$ cat src/include/rbsc_map.vh
// rbsc_map.vh: register offsets, field positions, reset values and timing
// for the reset and boot strap control block.
// assumes: included by bare name from the design files; definitions only.
`ifndef RBSC_MAP_VH
`define RBSC_MAP_VH

// apb address width and register byte offsets
`define RBSC_ADDR_W 4
`define RBSC_OFF_PUDR 4'h0
`define RBSC_OFF_OMR 4'h4
`define RBSC_OFF_STAT 4'h8

// pullup_disable_register fields, one bit per pad
`define RBSC_PUD_RESET 0
`define RBSC_PUD_IRQ 1
`define RBSC_PUD_BOOT 2
`define RBSC_PUD_WIDE 3
`define RBSC_PUD_RST_VAL 4'h0

// operating_mode_register fields
`define RBSC_OMR_MAP 0
`define RBSC_OMR_SECURE 1

// status register fields
`define RBSC_ST_BOOT_PIN 0
`define RBSC_ST_WIDE_PIN 1
`define RBSC_ST_WIDE_EN 2
`define RBSC_ST_SECURED 3
`define RBSC_ST_IN_RESET 4

// internal reset hold after release, in pclk cycles
`define RBSC_RELEASE_CYCLES 8'h20
`define RBSC_CNT_W 8

`endif

$ cat src/hdl/rbsc_sync.v
// rbsc_sync.v: two-flop synchroniser with asynchronous clear.
// assumes: d comes from outside the pclk domain; ce freezes both stages.
`timescale 1ns/1ps
`default_nettype none

module rbsc_sync (
	// clock, reset, enable
	input wire clk,
	input wire rst_n,
	input wire ce,
	// data
	input wire d,
	output reg q
);

reg meta_reg;

always @(posedge clk or negedge rst_n) begin
	if (!rst_n) begin
		meta_reg <= 1'b0;
		q <= 1'b0;
	end else if (ce) begin
		meta_reg <= d;
		q <= meta_reg;
	end
end

endmodule // rbsc_sync

`default_nettype wire

$ cat src/hdl/rbsc_top.v
// rbsc_top.v: chip reset sequencing, boot strap capture, pad pull-up control.
// assumes: apb master on pclk; reset pin, por and straps are asynchronous pins;
// flash_secured_in comes from pclk logic.
`timescale 1ns/1ps
`default_nettype none
`include "rbsc_map.vh"

module rbsc_top #(
	parameter [`RBSC_CNT_W-1:0] RELEASE_CYCLES = `RBSC_RELEASE_CYCLES
) (
	// clock, bus reset, clock enable
	input wire pclk,
	input wire presetn,
	input wire ce,
	// apb slave
	input wire psel,
	input wire penable,
	input wire pwrite,
	input wire [`RBSC_ADDR_W-1:0] paddr,
	input wire [31:0] pwdata,
	output reg [31:0] prdata,
	output reg pready,
	output reg pslverr,
	// reset sources
	input wire reset_pin_n,
	input wire por_n,
	// straps and flash state
	input wire external_boot_strap,
	input wire wide_address_strap,
	input wire flash_secured_in,
	// reset outputs
	output reg reset_state_out,
	output reg chip_reset_n,
	// operating mode outputs
	output reg external_boot_mode,
	output reg address_extend_en,
	// pad pull-up controls
	output reg pullup_off_reset,
	output reg pullup_off_irq,
	output reg boot_strap_pullup_off,
	output reg pullup_off_wide
);

// any source pulls every flop except the strap synchronisers, which clear on presetn alone, into reset at once
wire raw_rst_n;
assign raw_rst_n = presetn & por_n & reset_pin_n;

// release of the combined reset, brought onto pclk
wire release_sync;
rbsc_sync u_rel_sync (
	.clk(pclk),
	.rst_n(raw_rst_n),
	.ce(ce),
	.d(1'b1),
	.q(release_sync)
);

// strap pins are asynchronous, so each gets its own synchroniser
wire [1:0] strap_pins;
wire [1:0] strap_sync;
assign strap_pins = {wide_address_strap, external_boot_strap};

genvar gi;
generate
	for (gi = 0; gi < 2; gi = gi + 1) begin : g_strap
		rbsc_sync u_strap_sync (
			.clk(pclk),
			.rst_n(presetn),
			.ce(ce),
			.d(strap_pins[gi]),
			.q(strap_sync[gi])
		);
	end
endgenerate

wire boot_pin_s;
wire wide_pin_s;
assign boot_pin_s = strap_sync[0];
assign wide_pin_s = strap_sync[1];

// release sequencing
// the counter only runs once the synchronised release is seen, so a short
// glitch on any reset source restarts the whole hold from zero.
// the limit is a parameter so that a bench can shorten the hold.
reg release_d_reg;
reg [`RBSC_CNT_W-1:0] cnt_reg;
reg [`RBSC_CNT_W-1:0] cnt_next;
reg in_reset_reg;
reg in_reset_next;
wire release_edge;

assign release_edge = release_sync & ~release_d_reg;

always @* begin
	cnt_next = cnt_reg;
	in_reset_next = in_reset_reg;
	if (in_reset_reg && release_sync) begin
		if (cnt_reg >= RELEASE_CYCLES - 8'h01) begin
			in_reset_next = 1'b0;
		end else begin
			cnt_next = cnt_reg + 8'h01;
		end
	end
end

always @(posedge pclk or negedge raw_rst_n) begin
	if (!raw_rst_n) begin
		release_d_reg <= 1'b0;
		cnt_reg <= {`RBSC_CNT_W{1'b0}};
		in_reset_reg <= 1'b1;
		reset_state_out <= 1'b1;
		chip_reset_n <= 1'b0;
	end else if (ce) begin
		release_d_reg <= release_sync;
		cnt_reg <= cnt_next;
		in_reset_reg <= in_reset_next;
		reset_state_out <= in_reset_next;
		chip_reset_n <= ~in_reset_next;
	end
end

// operating mode register: secure bit is 1 when flash is unsecured
reg map_select_bit_reg;
reg secure_state_bit_reg;
reg wide_latched_reg;

// bus_access is the first access-phase cycle, where the answer is prepared;
// the write itself lands only at the edge where the master sees pready high,
// so a master that stalls or aborts before that edge changes nothing.
// writes that arrive while the chip is still held in reset are dropped,
// because the straps and the mode bits are not settled until release.
wire bus_write;
wire bus_access;
assign bus_access = psel & penable & ~pready;
assign bus_write = psel & penable & pready & pwrite & ~in_reset_reg;

always @(posedge pclk or negedge raw_rst_n) begin
	if (!raw_rst_n) begin
		map_select_bit_reg <= 1'b0;
		secure_state_bit_reg <= 1'b0;
		wide_latched_reg <= 1'b0;
	end else if (ce) begin
		if (release_edge) begin
			// a secured part never boots externally, whatever the strap says
			secure_state_bit_reg <= ~flash_secured_in;
			map_select_bit_reg <= boot_pin_s & ~flash_secured_in;
			wide_latched_reg <= wide_pin_s;
		end else if (bus_write && paddr == `RBSC_OFF_OMR) begin
			// the secure bit is read-only; only a reset reloads it
			map_select_bit_reg <= pwdata[`RBSC_OMR_MAP];
		end
	end
end

// mode outputs; map bit only acts when the part came up unsecured
always @(posedge pclk or negedge raw_rst_n) begin
	if (!raw_rst_n) begin
		external_boot_mode <= 1'b0;
		address_extend_en <= 1'b0;
	end else if (ce) begin
		external_boot_mode <= map_select_bit_reg & secure_state_bit_reg;
		address_extend_en <= wide_latched_reg & map_select_bit_reg & secure_state_bit_reg;
	end
end

// pull-up disable register, held at zero through reset
// a one turns a pad pull-up off; pads come up pulled so floating
// straps read high until firmware decides otherwise.
reg [3:0] pud_reg;

always @(posedge pclk or negedge raw_rst_n) begin
	if (!raw_rst_n) begin
		pud_reg <= `RBSC_PUD_RST_VAL;
	end else if (ce) begin
		if (bus_write && paddr == `RBSC_OFF_PUDR) begin
			pud_reg <= pwdata[3:0];
		end
	end
end

always @(posedge pclk or negedge raw_rst_n) begin
	if (!raw_rst_n) begin
		pullup_off_reset <= 1'b0;
		pullup_off_irq <= 1'b0;
		boot_strap_pullup_off <= 1'b0;
		pullup_off_wide <= 1'b0;
	end else if (ce) begin
		pullup_off_reset <= pud_reg[`RBSC_PUD_RESET];
		pullup_off_irq <= pud_reg[`RBSC_PUD_IRQ];
		boot_strap_pullup_off <= pud_reg[`RBSC_PUD_BOOT];
		pullup_off_wide <= pud_reg[`RBSC_PUD_WIDE];
	end
end

// apb read mux and decode
// unmapped offsets answer with an error; upper data bits always read zero.
reg [31:0] rdata_next;
reg slverr_next;

always @* begin
	rdata_next = 32'h00000000;
	slverr_next = 1'b0;
	case (paddr)
		`RBSC_OFF_PUDR: begin
			rdata_next[3:0] = pud_reg;
		end
		`RBSC_OFF_OMR: begin
			rdata_next[`RBSC_OMR_MAP] = map_select_bit_reg;
			rdata_next[`RBSC_OMR_SECURE] = secure_state_bit_reg;
		end
		`RBSC_OFF_STAT: begin
			rdata_next[`RBSC_ST_BOOT_PIN] = boot_pin_s;
			rdata_next[`RBSC_ST_WIDE_PIN] = wide_pin_s;
			rdata_next[`RBSC_ST_WIDE_EN] = address_extend_en;
			rdata_next[`RBSC_ST_SECURED] = flash_secured_in;
			rdata_next[`RBSC_ST_IN_RESET] = in_reset_reg;
		end
		default: begin
			slverr_next = 1'b1;
		end
	endcase
end

// one wait state: answer comes the cycle after the access phase starts
always @(posedge pclk or negedge raw_rst_n) begin
	if (!raw_rst_n) begin
		pready <= 1'b0;
		pslverr <= 1'b0;
		prdata <= 32'h00000000;
	end else if (ce) begin
		if (bus_access) begin
			pready <= 1'b1;
			pslverr <= slverr_next;
			prdata <= pwrite ? 32'h00000000 : rdata_next;
		end else begin
			pready <= 1'b0;
			pslverr <= 1'b0;
		end
	end
end

endmodule // rbsc_top

`default_nettype wire

$ cat config.mk
export PLATFORM = sky130hd
export DESIGN_NAME = rbsc_top
export DESIGN_NICKNAME = d
export VERILOG_FILES = /design/src/hdl/rbsc_sync.v /design/src/hdl/rbsc_top.v
export VERILOG_INCLUDE_DIRS = /design/src /design/src/include
export SDC_FILE = /design/constraint.sdc
export NUM_CORES = 1
export LEC_CHECK = 0
export BUFFER_PORTS_ARGS = -buffer_cell sky130_fd_sc_hd__buf_2
export CAP_MARGIN = 5
export CORE_MARGIN = 4
export CORE_UTILIZATION = 46
export CTS_CLUSTER_SIZE = 20
export DETAILED_ROUTE_END_ITERATION = 10
export PLACE_DENSITY = 0.91
export SETUP_SLACK_MARGIN = 0.1
export SLEW_MARGIN = 40
export SYNTH_ARGS = -nofsm -noshare
export SYNTH_HDL_FRONTEND = slang
export SYNTH_HIERARCHICAL = 1
export SYNTH_SLANG_ARGS = --single-unit
$ cat constraint.sdc
create_clock -name pclk -period 1.8 [get_ports pclk]
set_input_delay 0.09 -clock pclk [delete_from_list [all_inputs] [get_ports pclk]]
set_output_delay 0.09 -clock pclk [all_outputs]
set_load 0.02 [all_outputs]
==> results.md, run 1 <==
* Layout Cells excl Fill at 248
* Crit start category: flop
* Largest net degree at the start of global routing at 34
* Total vias in the final route at 1234
* Nets@finish at about 250
* Die area at 5175 µm²
* Sequential-to-total area share from yosys stat at 49.30%
* Max Fclk at 627.4 MHz
* Synth Warn # at 6
* Die X at approximately 70 µm
* RSZ-0062 raised after global routing: no
* Proportion of synthesized area in mux cells at 12.38%
* CTS Root Cell: clkbuf_8
* Crit path buf inv count at 0
* Lkg Pwr at 1.064 nW
* Hold-fix buffers, CTS at 3
* Port Buffers at 33
* Crit path DAT at roughly 1.8 ns
* Worst hold-check path type: in2reg
* P per Cell Area at about 840 nW/µm²
* # resized after CTS at 0
* Worst Hold Path Cells at 2
* Min Tclk post-route at 1.594 ns
* Depth of the most critical reg-to-reg path at 4
* Hold path start: pwdata[2]
* DR WL/cell at between 10 and 15 µm
* Placement Rows at 22
* Maximum VDD drop at 0.0005970 V
* Worst flop-to-flop path endpoint: cnt_reg[1]
* Fin Setup TNS at 0 ns
* Top delay family on crit path: simple AND/OR/NAND/NOR gates
* Post-CTS setup buffer count at 0
* CTS Buffer Depth at 2
* Placed Cells at around 240
* Max-Cap Viols at 0
* Main combinational cell family by area after synthesis: buffers and inverters
* GP Congestion at 0.8141
* Synth Area in XOR/XNOR at 1.397%
* Ports at 89
* Worst-skew pair later-pin latency at 0.29 ns
* Post-synthesis compound-gate area fraction at 7.585%
* Final Skew at 0.008458 ns
* H-tree depth at 2
* Residual DRC at 0
* CP Data Required Time at 1.96 ns
* Critical Path Fanout Max at 5
* Initial antenna violation count at 0
* Hpwl dp at 2552 µm
* Fraction of registers with async set or reset after synthesis at 100.0%
* Share of cells above drive strength 1 at 34.50%
* Post-synthesis area per instance at 11.83 µm²
* CTS tree: done
* # setup viols final at 0
* Simple-Gate Fraction of Synth Area at 13.91%
* Crit Path Class: reg2reg
* Number of flops mapped to enable cells by yosys at 0
* Final wirelength at 3341 µm
* CTS Buf Count at 5
* Hold Path Sink: pud_reg[2]
* Min Hold Slack at 0.02431 ns
* Status: finished, final reports clean
* Fin. max-slew vios at 0
* GRT overflow at 0
* Synth Area in Adders at 0.6653%
* CP max-delay cell: dfrtp_1
* Fillers at 336
* Crit path largest cell delay at 0.40 ns
* Max reg flops at 8
* Starting Density at 49.51%
* Crit. End Element: flop
* Via density at 4.976
* Clock-pin slew on the worst setup and hold paths at 0.07 ns
* Distinct cells, synth at 40
* Syn Std Cell Area at 1881 µm²
* Total GRT Usage at 14.01%
* Cell Chain, Critical Path: ha_1 > and4_2 > nor3_2 > mux2_1
* Core ar. at between 3000 and 4000 µm²
* Sink Count at 37
* Synth Instances at 159
* Worst r2r src: cnt_reg[0]
* DR pass1 iterations at 4
* R2R setup slack at 0.21 ns
* DRT iter0 DRCs at 69
* Number of global-route vias before repair at between 1000 and 1500
* Area Overhead vs Synth at 11.58%
* Predominant post-synthesis flop cell: dfrtp_1
* Register bit count reported by yosys at 37
* Final count of hold timing violations at 0
* Number of diodes at 0
* Crit share post-route at around 89%
* Routed Antenna Nets at 0
* First-pass GRT wire length at 5602 µm
* Die Ht at between 70 and 80 µm
==> how the worst max path moves through the flow <==
stage,startpoint,to,slack (ns),cells past startpoint
2_1_floorplan,flop,cnt_reg[1],0.25,3
3_3_place_gp,cnt_reg[0],cnt_reg[1],0.22,4
4_1_cts,cnt_reg[0],cnt_reg[1],0.19,4
6_report,cnt_reg[0],cnt_reg[1],0.21,4
5_1_grt,cnt_reg[0],cnt_reg[1],0.13,4
3_5_place_dp,cnt_reg[0],cnt_reg[1],0.20,4
==> synth_stat cells, drive strengths merged, types with 3 or more instances <==
library cell	count	area share, %
nor2	3	0.60
dfrtp	36	48
o21ai	11	2.9
clkbuf	3	0.60
xor2	3	1.4
mux2	18	11
nand3	4	1.1
buf	30	13
mux2i	3	1.6
nand2	8	1.6
inv	6	1.2
nand2b	3	1.0
nor4b	3	3.0
==> cells in the final DEF, fill, tap and decap left out, types with 2 or more instances in the layout <==
master	Yosys	layout
clkbuf_8	0	5
xor2_1	3	3
nor2_1	3	3
mux2i_1	3	3
nor3_2	2	2
mux2_1	2	2
a22oi_1	2	2
mux2_2	16	16
nor4b_4	2	2
nand3b_1	2	2
nand2b_1	3	3
inv_1	6	6
dlygate4sd3_1	0	3
conb_1	2	28
nand2_1	8	8
nand3_1	4	4
dfrtp_1	36	36
buf_2	0	33
o21ai_0	11	11
buf_4	27	4
clkinv_2	0	2
==> kinds of logic after synthesis <==
kind of cell,Yosys count
other,2
muxes,21
buffers and inverters,39
DFF,37
xor gates and xnor gates,3
adders and majority gates,1
and+or+nand+nor,34
AOI/OAI and AO/OA,22
==> routing by layer <==
metal / share of wire (%) / routed length (µm) / up-vias / GRT usage [%]
li1: - / - / 579 / -
met1: 42 / 1410 / 587 / 17.92
met2: 47 / 1586 / 61 / 22.14
met3: 8.8 / 293 / 7 / 3.878
met4: 1.5 / 51 / 0 / 6.263
met5: 0 / 0 / - / 0
==> area by class of cell <==
class / count / area [µm²] / share of cell area, %
clock buffers: 6 / 72.57 / 3.459
inverters: 6 / 22.52 / 1.073
repair buffers: 40 / 225.2 / 10.73
multi-input cells: 109 / 780.7 / 37.21
clock inverters: 2 / 10.01 / 0.4770
flip-flops and latches: 37 / 927.1 / 44.19
well taps: 48 / 60.06 / 2.862
==> metrics by stage <==
step / setup WS, ns / area (µm²) / power (mW) / utilization [%]
3_5_place_dp: 0.2038 / 1986 / 1.224 / 52.27
5_1_grt: 0.1331 / 2098 / 1.857 / 55.24
6_report: 0.2060 / 2098 / 1.764 / 55.24
3_3_place_gp: 0.2249 / 1986 / 1.214 / 52.27
2_1_floorplan: 0.2488 / 1978 / 1.185 / -
4_1_cts: 0.1916 / 2098 / 1.771 / 55.24
==> power by group <==
part / internal, mW / switching (mW)
registers: 0.899 / 0.0536
logic: 0.0992 / 0.162
clock network: 0.268 / 0.281
total: 1.27 / 0.497
Note: power is estimated with default switching activity, not from simulation.
==> inputs of run 2 (changes only) <==
--- a/config.mk
+++ b/config.mk
@@ -9,10 +9,10 @@
 export BUFFER_PORTS_ARGS = -buffer_cell sky130_fd_sc_hd__buf_2
 export CAP_MARGIN = 5
 export CORE_MARGIN = 4
-export CORE_UTILIZATION = 46
+export CORE_UTILIZATION = 40
 export CTS_CLUSTER_SIZE = 20
 export DETAILED_ROUTE_END_ITERATION = 10
-export PLACE_DENSITY = 0.91
+export PLACE_DENSITY = 0.83
 export SETUP_SLACK_MARGIN = 0.1
 export SLEW_MARGIN = 40
 export SYNTH_ARGS = -nofsm -noshare
==> results.md, run 2 (synthesis gave the netlist of run 1 again) <==
* Worst hold-check path type: in2reg
* Nets@finish at 246 (-0.40%)
* Crit share post-route at 88.84% (+0.29 points)
* Placed Cells at 240 (+1.3%)
* DR pass1 iterations at 4 (unchanged)
* Largest net degree at the start of global routing at 34 (unchanged)
* Final wirelength at 3348 µm (+0.21%)
* Fin Setup TNS at 0 ns (unchanged)
* Max reg flops at 8 (unchanged)
* Die area at 5862 µm² (+13%)
* Commonest non-fill, non-tap cell in the layout: dfrtp_1
* Status: finished, final reports clean
* Worst-skew pair later-pin latency at 0.29 ns (about the same)
* Crit path DAT at 1.77 ns (about the same)
* Final count of hold timing violations at 0 (unchanged)
* Residual DRC at 0 (unchanged)
* Core Util, Final at 48.00% (-7.2 points)
* Port Buffers at 33 (unchanged)
* Maximum VDD drop at 0.0007631 V (+28%)
* CTS Root Cell: clkbuf_8
* H-tree depth at 2 (unchanged)
* Share of cells above drive strength 1 at 34.67% (+0.17 points)
* Die Ht at 76.57 µm (+6.4%)
* Via density at 4.761 (-4.3%)
* Commonest cells after routing, fill and taps aside: dfrtp_1 (36), buf_2 (33), conb_1 (28)
* GP Congestion at 0.8348 (+2.5%)
* P per Cell Area at 912.9 nW/µm² (+8.6%)
* Placed cell areas at 1983 µm² (-0.13%)
* Placement Rows at 24 (+9.1%)
* RSZ-0062 raised after global routing: no
* First-pass GRT wire length at 5892 µm (+5.2%)
* Number of diodes at 0 (unchanged)
* # resized after CTS at 0 (unchanged)
* Layout Cells excl Fill at 251 (+1.2%)
* CTS Buf Count at 5 (unchanged)
* # setup viols final at 0 (unchanged)
* Ports at 89 (unchanged)
* Hpwl dp at 2539 µm (-0.50%)
* Total GRT Usage at 12.55% (-1.5 points)
* GRT overflow at 0 (unchanged)
* CTS Buffer Depth at 2 (unchanged)
* Clock-pin slew on the worst setup and hold paths at 0.07 ns (about the same)
* Lkg Pwr at 1.071 nW (+0.72%)
* Finished Cell Area at 2133 µm² (+1.7%)
* Worst Setup SP: cnt_reg[0]
* Sink Count at 37 (unchanged)
* Routed Antenna Nets at 0 (unchanged)
* DRT iter0 DRCs at 43 (-38%)
* Final Skew at 0.005576 ns (-0.002882 ns)
* CP Data Required Time at 1.97 ns (about the same)
* Crit start category: flop
* Die X at 76.57 µm (+6.4%)
* Hold path start: pwdata[2]
* Critical Path Fanout Max at 5 (unchanged)
* Max-Cap Viols at 0 (unchanged)
* Max Fclk at 625.3 MHz (-0.33%)
* Area Overhead vs Synth at 13.44%
* Crit. End Element: flop
* Core ar. at 4444 µm² (+17%)
* Starting Density at 42.31% (-7.2 points)
* Total vias in the final route at 1195 (-3.2%)
* Crit Path Class: reg2reg
* Worst r2r src: cnt_reg[0]
* CTS tree: done
* Fin. max-slew vios at 0 (unchanged)
* Initial antenna violation count at 0 (unchanged)
* DR WL/cell at 13.34 µm (-0.99%)
* Min Tclk post-route at 1.599 ns (+0.005223 ns)
* Number of global-route vias before repair at 1252 (+5.8%)
run 2: power by group:
part / leakage [nW] / internal, mW / switching, mW / total, mW
registers: 0.487 / 0.899 / 0.0542 / 0.953
logic: 0.527 / 0.0977 / 0.161 / 0.259
clock network: 0.0574 / 0.450 / 0.285 / 0.735
run 2: repair_timing:
action / in CTS / in global routing
setup buffers: 0 / 0
hold endpoints to repair: 36 / 0
hold buffers: 3 / 0
run 2: stage by stage:
stage | worst slack [ns] | total power, mW | hold WS, ns
final | 0.2008 | 1.947 | 0.01516
after global routing | 0.1300 | 2.050 | 0.02751
after CTS | 0.1893 | 1.973 | 0.01098
after detailed placement | 0.1994 | 1.222 | -0.09562
after global placement | 0.2205 | 1.215 | -0.09940
after floorplan | 0.2488 | 1.185 | -0.2056
run 2: worst max-delay path: stages (launching register included):
cell     delay, ns
dfrtp_1       0.40
ha_1          0.24
and4_2        0.31
nor3_2        0.19
mux2_1        0.34
run 2: final timing paths:
check / endpoint / slack, ns / cells past startpoint
worst max-delay path: cnt_reg[1] / 0.20 / 4
worst min-delay path: pud_reg[2] / 0.02 / 2
worst max register to register: cnt_reg[1] / 0.20 / 4
worst min register to register: cnt_reg[7] / 0.38 / 0
max in group asynchronous: asynchronous set/reset pin / 0.36 / 5
min in group asynchronous: g_strap[0].u_strap_sync/q / 0.14 / 2
run 2: layout make-up:
class / count / area [µm²]
Fill cell: 404 / 2311
Sequential cell: 37 / 927.1
Multi-Input combinational cell: 109 / 780.7
Timing Repair Buffer: 39 / 217.7
Clock buffer: 6 / 82.58
Tap cell: 52 / 65.06
Clock inverter: 2 / 37.54
Inverter: 6 / 22.52
run 2: metal layers:
layer / GRT usage [%] / wire length, µm / vias up
li1: - / - / 574
met5: 0 / 0 / -
met2: 19.51 / 1535 / 41
met3: 3.901 / 189 / 6
met4: 5.254 / 58 / 0
met1: 16.13 / 1565 / 574
